File: config.mk
export PLATFORM = sky130hd
export DESIGN_NAME = timer16_ppg_oneshot_capture
export DESIGN_NICKNAME = d
export VERILOG_FILES = /design/src/logic/edge_sense.v /design/src/logic/timer16_ppg_oneshot_capture.v
export VERILOG_INCLUDE_DIRS = /design/src /design/src/common
export SDC_FILE = /design/constraint.sdc
export NUM_CORES = 1
export LEC_CHECK = 0
export BUFFER_PORTS_ARGS = -buffer_cell sky130_fd_sc_hd__buf_2
export CORE_UTILIZATION = 52
export DETAILED_ROUTE_END_ITERATION = 8
export PLACE_DENSITY_LB_ADDON = 0.12
export SLEW_MARGIN = 15
export SYNTH_ARGS = -nofsm -noshare
export SYNTH_HDL_FRONTEND = slang
export SYNTH_HIERARCHICAL = 1
export SYNTH_SLANG_ARGS = --single-unit
File: constraint.sdc
create_clock -name pclk -period 2.4 [get_ports pclk]
set_clock_uncertainty 0.2 [all_clocks]
set_input_delay 0.48 -clock pclk [delete_from_list [all_inputs] [get_ports pclk]]
set_output_delay 0.48 -clock pclk [all_outputs]
set_load 0.05 [all_outputs]
File: src/common/timer16_map.vh
// register map, field positions, reset values and timing constants of the 16-bit timer
// assumes a 32-bit APB slave with byte addresses of 8 bits
`ifndef TIMER16_MAP_VH
`define TIMER16_MAP_VH

// register byte offsets
`define OFF_MODE        8'h00
`define OFF_PRESCALE    8'h04
`define OFF_OUTCTL      8'h08
`define OFF_CMP_A       8'h0C
`define OFF_CMP_B       8'h10
`define OFF_COUNT       8'h14
`define OFF_IRQ_STAT    8'h18
`define OFF_IRQ_MASK    8'h1C

// operating modes in the mode register
`define MODE_STOP       2'h0
`define MODE_FREE       2'h1
`define MODE_EDGE_CLR   2'h2
`define MODE_MATCH_CLR  2'h3

// prescaler register fields
`define PS_CKS_LO       0
`define PS_CKS_HI       1
`define PS_EDGE_A_LO    2
`define PS_EDGE_A_HI    3
`define PS_EDGE_B_LO    4
`define PS_EDGE_B_HI    5
`define CKS_EDGE_A      2'h3
`define CKS_DIV2        2'h0
`define CKS_DIV8        2'h1

// valid edge codes
`define EDGE_FALL       2'h0
`define EDGE_RISE       2'h1
`define EDGE_BOTH       2'h2
`define EDGE_NONE       2'h3

// prescaler tap masks: tick when the masked divider bits are all ones
`define DIV_MASK2       8'h01
`define DIV_MASK8       8'h07
`define DIV_MASK32      8'h1F

// output control bits
`define OC_OUT_EN       0
`define OC_INV_A        1
`define OC_INV_B        2
`define OC_ONESHOT      3
`define OC_SOFT_TRIG    4
`define OC_CAP_A        5
`define OC_CAP_B        6

// interrupt status and mask bits
`define IRQ_MATCH_A     0
`define IRQ_MATCH_B     1
`define IRQ_EDGE_A      2
`define IRQ_EDGE_B      3

// reset values
`define MODE_RST        2'h0
`define PRESCALE_RST    6'h00
`define OUTCTL_RST      7'h00
`define CMP_RST         16'h0000
`define COUNT_RST       16'h0000
`define STAT_RST        4'h0
`define MASK_RST        4'hF
`define DIV_RST         8'h00

`endif

File: src/logic/edge_sense.v
// valid edge detector for one timer input pin
// assumes pin is asynchronous to clk; it is synchronised here before use
`include "timer16_map.vh"
`timescale 1ns/1ps
`default_nettype none

module edge_sense (
    input  wire       clk,        // system clock
    input  wire       rst_n,      // asynchronous reset, active low
    input  wire       pin,        // raw input pin
    input  wire       enable,     // detection enabled while the counter runs
    input  wire [1:0] edge_sel,   // valid edge selection
    output reg        edge_pulse  // one-cycle pulse per valid edge
);

    reg sync1;   // first synchroniser stage
    reg sync2;   // second synchroniser stage
    reg prev;    // level seen last cycle, held low until first enable
    reg armed;   // set once the counter has been enabled after reset

    // the previous level stays low from reset until the first enable, so a pin
    // already high then gives a rising edge; after a stop it keeps tracking the
    // pin, so a re-enable with the pin high gives none
    always @(posedge clk or negedge rst_n) begin
        if (!rst_n) begin
            sync1      <= 1'b0;
            sync2      <= 1'b0;
            prev       <= 1'b0;
            armed      <= 1'b0;
            edge_pulse <= 1'b0;
        end else begin
            sync1      <= pin;
            sync2      <= sync1;
            edge_pulse <= 1'b0;
            if (enable) begin
                armed <= 1'b1;
                prev  <= sync2;
                case (edge_sel)
                    `EDGE_FALL: edge_pulse <= prev & ~sync2;
                    `EDGE_RISE: edge_pulse <= sync2 & ~prev;
                    `EDGE_BOTH: edge_pulse <= sync2 ^ prev;
                    default:    edge_pulse <= 1'b0;
                endcase
            end else if (armed) begin
                prev <= sync2;
            end
        end
    end

endmodule // edge_sense

`default_nettype wire

File: src/logic/timer16_ppg_oneshot_capture.v
// 16-bit timer/event counter with two compare/capture registers, APB slave
// assumes pclk at 40 MHz, edge_input_a and shared_port_pin_in asynchronous
`include "timer16_map.vh"
`timescale 1ns/1ps
`default_nettype none

module timer16_ppg_oneshot_capture #(
    parameter CW = 16               // counter width
) (
    input  wire          pclk,                  // apb clock, 40 MHz
    input  wire          presetn,               // asynchronous reset, active low
    input  wire          psel,                  // apb select
    input  wire          penable,               // apb access phase
    input  wire          pwrite,                // apb write
    input  wire [7:0]    paddr,                 // apb byte address
    input  wire [31:0]   pwdata,                // apb write data
    output reg  [31:0]   prdata,                // apb read data
    output wire          pready,                // apb ready, always high
    output wire          pslverr,               // apb error on unmapped address
    input  wire          edge_input_a,          // first valid edge input pin
    input  wire          shared_port_pin_in,    // shared pin level, second edge input
    output wire          shared_port_pin_out,   // timer output level on shared pin
    output wire          shared_port_pin_oe_n,  // low while timer drives shared pin
    output reg           irq                    // level interrupt
);

    // software registers
    reg  [1:0]    op_mode;              // op_mode_bit_high, op_mode_bit_low
    reg  [5:0]    prescaler_mode_reg;   // clock and edge selection
    reg  [6:0]    out_ctl;              // output control, trigger bit not stored
    reg  [CW-1:0] compare_capture_a;    // compare a / capture a
    reg  [CW-1:0] compare_capture_b;    // compare b / capture b
    reg  [CW-1:0] count_register;       // the counter
    reg  [3:0]    irq_status;           // sticky event flags
    reg  [3:0]    irq_mask;             // one masks the event

    // internal state
    reg  [7:0]    div;                  // prescaler divider
    reg           running_d;            // running, one cycle late
    reg           out_level;            // timer output flip-flop
    reg           os_active;            // one-shot pulse in progress

    // address decode shared by reads and writes
    function is_mapped;
        input [7:0] a;
        begin
            if (a == `OFF_MODE)          is_mapped = 1'b1;
            else if (a == `OFF_PRESCALE) is_mapped = 1'b1;
            else if (a == `OFF_OUTCTL)   is_mapped = 1'b1;
            else if (a == `OFF_CMP_A)    is_mapped = 1'b1;
            else if (a == `OFF_CMP_B)    is_mapped = 1'b1;
            else if (a == `OFF_COUNT)    is_mapped = 1'b1;
            else if (a == `OFF_IRQ_STAT) is_mapped = 1'b1;
            else if (a == `OFF_IRQ_MASK) is_mapped = 1'b1;
            else                         is_mapped = 1'b0;
        end
    endfunction

    // bus strobes; the slave never stalls
    wire wr_en  = psel & penable & pwrite;              // write takes effect
    wire setup  = psel & ~penable;                      // setup phase
    assign pready  = 1'b1;
    assign pslverr = psel & penable & ~is_mapped(paddr);

    // decoded writes
    wire wr_mode   = wr_en & (paddr == `OFF_MODE);
    wire wr_pre    = wr_en & (paddr == `OFF_PRESCALE);
    wire wr_oc     = wr_en & (paddr == `OFF_OUTCTL);
    wire wr_cmp_a  = wr_en & (paddr == `OFF_CMP_A);
    wire wr_cmp_b  = wr_en & (paddr == `OFF_CMP_B);
    wire wr_stat   = wr_en & (paddr == `OFF_IRQ_STAT);
    wire wr_mask   = wr_en & (paddr == `OFF_IRQ_MASK);

    // field views
    wire       running  = (op_mode != `MODE_STOP);
    wire [1:0] cks      = prescaler_mode_reg[`PS_CKS_HI:`PS_CKS_LO];
    wire [1:0] esel_a   = prescaler_mode_reg[`PS_EDGE_A_HI:`PS_EDGE_A_LO];
    wire [1:0] esel_b   = prescaler_mode_reg[`PS_EDGE_B_HI:`PS_EDGE_B_LO];
    wire       out_en   = out_ctl[`OC_OUT_EN];
    wire       inv_a    = out_ctl[`OC_INV_A];
    wire       inv_b    = out_ctl[`OC_INV_B];                        // invert_on_b_match_enable
    wire       oneshot  = out_ctl[`OC_ONESHOT];
    wire       cap_a_en = out_ctl[`OC_CAP_A];
    wire       cap_b_en = out_ctl[`OC_CAP_B];

    // edge detectors on the two inputs
    wire edge_a;    // valid edge on edge_input_a
    wire edge_b;    // valid edge on shared_port_pin_in

    edge_sense u_edge_a (
        .clk        (pclk),
        .rst_n      (presetn),
        .pin        (edge_input_a),
        .enable     (running),
        .edge_sel   (esel_a),
        .edge_pulse (edge_a)
    );

    // the shared pin is an edge input only while the output is off
    edge_sense u_edge_b (
        .clk        (pclk),
        .rst_n      (presetn),
        .pin        (shared_port_pin_in),
        .enable     (running & ~out_en),
        .edge_sel   (esel_b),
        .edge_pulse (edge_b)
    );

    // shared pin driven by the timer only when the output is enabled
    assign shared_port_pin_out  = out_level;
    assign shared_port_pin_oe_n = ~out_en;

    // count clock enable from the divider or from edge a
    reg tick;
    always @* begin
        if (!running)
            tick = 1'b0;
        else if (cks == `CKS_EDGE_A)
            tick = edge_a;
        else if (cks == `CKS_DIV2)
            tick = ((div & `DIV_MASK2) == `DIV_MASK2);
        else if (cks == `CKS_DIV8)
            tick = ((div & `DIV_MASK8) == `DIV_MASK8);
        else
            tick = ((div & `DIV_MASK32) == `DIV_MASK32);
    end

    // compare matches, seen on the count clock
    wire match_a = tick & (count_register == compare_capture_a);
    wire match_b = tick & (count_register == compare_capture_b);

    // one-shot triggers; ignored while a pulse is in progress
    wire soft_trig = wr_oc & pwdata[`OC_SOFT_TRIG] & oneshot & running
                     & ~os_active;
    wire ext_trig  = edge_a & oneshot & running & ~os_active;
    wire os_start  = soft_trig | ext_trig;

    // clear and start conditions
    wire clear_cnt = os_start
                   | ((op_mode == `MODE_EDGE_CLR) & edge_a)
                   | ((op_mode == `MODE_MATCH_CLR) & match_a);

    // start of counting, for the initial ppg level
    wire start = running & ~running_d;

    // divider free-runs while the counter runs, restarts on stop
    always @(posedge pclk or negedge presetn) begin
        if (!presetn) begin
            div       <= `DIV_RST;
            running_d <= 1'b0;
        end else begin
            running_d <= running;
            if (!running)
                div <= `DIV_RST;
            else
                div <= div + 8'h01;
        end
    end

    // counter: counts on ticks, clears on trigger or match
    always @(posedge pclk or negedge presetn) begin
        if (!presetn) begin
            count_register <= `COUNT_RST;
        end else if (!running) begin
            count_register <= `COUNT_RST;            // stopped counter sits at zero
        end else if (clear_cnt) begin
            count_register <= `COUNT_RST;
        end else if (tick) begin
            count_register <= count_register + {{(CW-1){1'b0}}, 1'b1};
        end
    end

    // timer output flip-flop and one-shot state
    always @(posedge pclk or negedge presetn) begin
        if (!presetn) begin
            out_level <= 1'b0;
            os_active <= 1'b0;
        end else if (!running) begin
            out_level <= 1'b0;                       // output idles low when stopped
            os_active <= 1'b0;
        end else if (oneshot) begin
            if (os_start) begin
                out_level <= 1'b0;
                os_active <= 1'b1;
            end else if (os_active && match_a) begin
                out_level <= 1'b0;                   // pulse ends on match a
                os_active <= 1'b0;
            end else if (os_active && match_b) begin
                out_level <= 1'b1;                   // pulse starts on match b
            end
        end else if (start && op_mode == `MODE_MATCH_CLR) begin
            out_level <= 1'b1;                       // ppg opens in its active phase
        end else begin
            // active from match a through match b: b+1 of a+1 counts
            out_level <= out_level ^ ((match_a & inv_a) ^ (match_b & inv_b));
        end
    end

    // mode, prescaler and output control
    always @(posedge pclk or negedge presetn) begin
        if (!presetn) begin
            op_mode            <= `MODE_RST;
            prescaler_mode_reg <= `PRESCALE_RST;
            out_ctl            <= `OUTCTL_RST;
        end else begin
            if (wr_mode)
                op_mode <= pwdata[1:0];
            if (wr_pre)
                prescaler_mode_reg <= pwdata[5:0];
            if (wr_oc) begin
                out_ctl <= pwdata[6:0];
                out_ctl[`OC_SOFT_TRIG] <= 1'b0;
            end
        end
    end

    // compare registers; a capture wins over a software write
    always @(posedge pclk or negedge presetn) begin
        if (!presetn) begin
            compare_capture_a <= `CMP_RST;
            compare_capture_b <= `CMP_RST;
        end else begin
            if (cap_a_en && edge_a)
                compare_capture_a <= count_register;
            else if (wr_cmp_a)
                compare_capture_a <= pwdata[CW-1:0];
            if (cap_b_en && edge_b)
                compare_capture_b <= count_register;
            else if (wr_cmp_b)
                compare_capture_b <= pwdata[CW-1:0];
        end
    end

    // events that set sticky flags
    wire [3:0] irq_set = {edge_b, edge_a, match_b, match_a};
    wire [3:0] irq_clr = wr_stat ? pwdata[3:0] : 4'h0;

    // sticky status with write-one-to-clear; a new event beats the clear
    always @(posedge pclk or negedge presetn) begin
        if (!presetn) begin
            irq_status <= `STAT_RST;
            irq_mask   <= `MASK_RST;
            irq        <= 1'b0;
        end else begin
            irq_status <= (irq_status & ~irq_clr) | irq_set;
            if (wr_mask)
                irq_mask <= pwdata[3:0];
            irq <= |(irq_status & ~irq_mask);
        end
    end

    // read data captured in the setup phase, shown in the access phase
    always @(posedge pclk or negedge presetn) begin
        if (!presetn) begin
            prdata <= 32'h00000000;
        end else if (setup && !pwrite) begin
            if (paddr == `OFF_MODE)
                prdata <= {30'h00000000, op_mode};
            else if (paddr == `OFF_PRESCALE)
                prdata <= {26'h0000000, prescaler_mode_reg};
            else if (paddr == `OFF_OUTCTL)
                prdata <= {25'h0000000, out_ctl};    // trigger bit is always zero
            else if (paddr == `OFF_CMP_A)
                prdata <= {{(32-CW){1'b0}}, compare_capture_a};
            else if (paddr == `OFF_CMP_B)
                prdata <= {{(32-CW){1'b0}}, compare_capture_b};
            else if (paddr == `OFF_COUNT)
                prdata <= {{(32-CW){1'b0}}, count_register};
            else if (paddr == `OFF_IRQ_STAT)
                prdata <= {28'h0000000, irq_status};
            else if (paddr == `OFF_IRQ_MASK)
                prdata <= {28'h0000000, irq_mask};
            else
                prdata <= 32'h00000000;              // unmapped reads zero
        end
    end

endmodule // timer16_ppg_oneshot_capture

`default_nettype wire

==> flow_metrics.env <==
export IMPL_status="complete, but fails checks"
export IMPL_violations="setup timing"
export IMPL_port_buffers=50
export IMPL_synth_cell_types=58
export IMPL_n_antenna_cell=0
export IMPL_grt_pass1_wl_um=24400
export IMPL_die_area_um2=12000
export IMPL_drc=0
export IMPL_async_reset_ff_share_pct=100
export IMPL_worstHoldEndpoint="u_edge_a/sync1"
export IMPL_worstPathRequired_ns=2.47
export IMPL_drt_initial_drc_count=310
export IMPL_routed_wl_um=15200
export IMPL_finalCritPeriodShare_pct=101
export IMPL_netlist_instances=616
export IMPL_gp_congestion=0.925
export IMPL_timing_hold_ws_ns=0.0242
export IMPL_arrival_ns=2.49
export IMPL_fin_crit_ns=2.42
export IMPL_die_width_um=109
export IMPL_p_total_mw=3.73
export IMPL_boundaryPins=84
export IMPL_setup_viol=1
export IMPL_fp_row_count=38
export IMPL_root_buffer="clkbuf_16"
export IMPL_hold_path_class="in -> reg"
export IMPL_timing_hold_violations_final=0
export IMPL_cts_max_level=3
export IMPL_ant_nets=0
export IMPL_fp_dieH_um=109
export IMPL_clock_path_buffers=2
export IMPL_hpwl_um=11400
export IMPL_report_final_slew_viol_count=0
export IMPL_yosysWarnings=6
export IMPL_cp_start_kind="flop"
export IMPL_ys_ff_latch=105
export IMPL_wire_per_inst_um=18.0
export IMPL_synth_top_area_share_pct=42.1
export IMPL_antenna_found_initial=0
export IMPL_power_leakage_nw=3.55
export IMPL_yosysSeqAreaShare_pct=43.8
export IMPL_ir_drop_uv=600
export IMPL_hold_path_cell_count=1
export IMPL_rsz0062_at_grt="yes"
export IMPL_worstMarginPinSlew_ns=0.513
export IMPL_r2r_start="div[0]"
export IMPL_cp_end_kind="flop"
export IMPL_start_util_pct=54.5
export IMPL_core_area_um2=11000
export IMPL_relSlewSlack_pct=65.8
export IMPL_clkTransAtPathRegs_ns=0.07
export IMPL_p_per_area_nw_per_um2=533
export IMPL_routed_via_density=5.73
export IMPL_layout_common_cells="dfrtp_1, nand2_1, buf_4, nor2_1, buf_2"
export IMPL_syn_area_um2=6010
export IMPL_overflow=0
export IMPL_r2r_end="shared_port_pin_out"
export IMPL_setup_slack_ns=-0.0221
export IMPL_synth_ff_type="dfrtp_1"
export IMPL_grt_total_usage_pct=27.3
export IMPL_nNetsFinal=754
export IMPL_final_cell_area_um2=7010
export IMPL_cts_sinks=105
export IMPL_synth_edf_count=0
export IMPL_dr_pass1_iters=6
export IMPL_grt_start_max_net_pins=39
export IMPL_tritoncts="yes"
export IMPL_avgSynthCellArea_um2=9.75
export IMPL_setup_worst_path_start="div[0]"
export IMPL_ys_top_cells_by_area="dfrtp_1, mux2i_1, nand2_1"
export IMPL_drive_above_1_share_pct=26.6
export IMPL_syn_to_final_growth_pct=16.6
export IMPL_fmax_mhz=413
export IMPL_cts_buffers=9
export IMPL_layout_commonest_cell="dfrtp_1"
export IMPL_grt_pass1_vias=4810
export IMPL_dpl_cell_area_um2=6600
export IMPL_critPathKind="reg -> reg"
export IMPL_r2r_cells=9
export IMPL_r2r_setup_slack_ns=-0.02
export IMPL_drv_cap=0
export IMPL_hold_start="edge_input_a"
export IMPL_cp_max_fo=3
export IMPL_post_route_util_pct=63.5
export IMPL_num_vias=4838
export IMPL_clk_latency_ns=0.36
export IMPL_yosys_area_top_type="dfrtp_1"
export IMPL_post_place_ws_ns=-0.139
[worst max path at each step]
stage	end	slack (ns)	depth (start not counted)
CTS	shared_port_pin_out	-0.08	9
detailed placement	count_register[3]	-0.14	9
floorplan	shared_port_pin_out	-0.02	9
finish	shared_port_pin_out	-0.02	9
global placement	count_register[3]	-0.06	9
global route	shared_port_pin_out	-0.14	9
[where the power goes]
group	switching, mW	internal [mW]
clock	0.705	0.746
sequential	0.0389	1.83
combinational	0.276	0.141
[final cells by class]
cell class                 count  area, µm²
clock inverter                 6       51.3
tap                          140        175
clock buffer                  10        239
fill                         918       4020
timing repair buffer         112        761
inverter                      23       86.3
multi-input combinational    448       3060
sequential                   105       2630
[cells by family after synthesis]
| kind of cell | synth area share, % |
|---|---|
| and+or+nand+nor | 16.2 |
| other | 0.125 |
| buffers and inverters | 7.73 |
| DFF | 43.8 |
| AOI/OAI and AO/OA | 13.5 |
| muxes | 10.7 |
| xor gates and xnor gates | 6.25 |
| adders and majority gates | 1.67 |
[stage by stage]
| step | std cells | setup TNS [ns] |
|---|---|---|
| after detailed placement | 825 | -1.24 |
| final | 844 | -0.0221 |
| after CTS | 844 | -0.0767 |
| after global routing | 844 | -0.565 |
| after global placement | 825 | -0.430 |
| after floorplan | 631 | -0.0197 |
[critical path, stage by stage, from the launching register on]
cell	delay [ns]
dfrtp_1	0.39
ha_2	0.19
and3_4	0.18
ha_4	0.14
mux4_2	0.47
and2_4	0.19
nand4_1	0.09
xor2_1	0.19
xnor2_1	0.09
o31ai_1	0.19
[routing by layer]
layer	track usage, %	wire length (µm)
met5	0	0
met4	10.4	383
met3	5.28	745
met2	46.9	7720
met1	34.1	6380
[Yosys cell counts (2+ instances only)]
| master | n |
|---|---|
| a32o_1 | 2 |
| xnor2_1 | 18 |
| a41oi_1 | 2 |
| and2_1 | 7 |
| nor4_2 | 2 |
| clkbuf_1 | 13 |
| nor3_1 | 8 |
| a21o_1 | 3 |
| nor3_2 | 2 |
| nand2_1 | 66 |
| o21ai_0 | 36 |
| or3_1 | 5 |
| conb_1 | 2 |
| or2_1 | 4 |
| nand4_1 | 11 |
| o31ai_1 | 4 |
| buf_2 | 5 |
| o211ai_1 | 3 |
| dfstp_2 | 4 |
| nand3_1 | 13 |
| nor4_1 | 3 |
| dfrtp_1 | 101 |
| nor3_4 | 2 |
| o311a_1 | 2 |
| nor2_1 | 52 |
| mux2_2 | 19 |
| mux4_2 | 3 |
| o21ai_1 | 8 |
| a22oi_1 | 3 |
| a21oi_1 | 36 |
| ha_1 | 8 |
| a31oi_1 | 6 |
| mux2i_1 | 36 |
| a222oi_1 | 9 |
| inv_1 | 23 |
| and3_1 | 8 |
| o22ai_1 | 3 |
| buf_4 | 28 |
| nand2b_1 | 2 |
| buf_6 | 8 |
| nor2b_1 | 7 |
| xor2_1 | 23 |
[repair_timing]
item,4_1_cts,5_1_grt
buffers inserted,2,0
pin swaps,4,12
hold buffers,1,0
resized for setup,8,19
hold endpoints to repair,34,0
setup endpoints to repair,17,17
(Power assumes the default switching activity.)
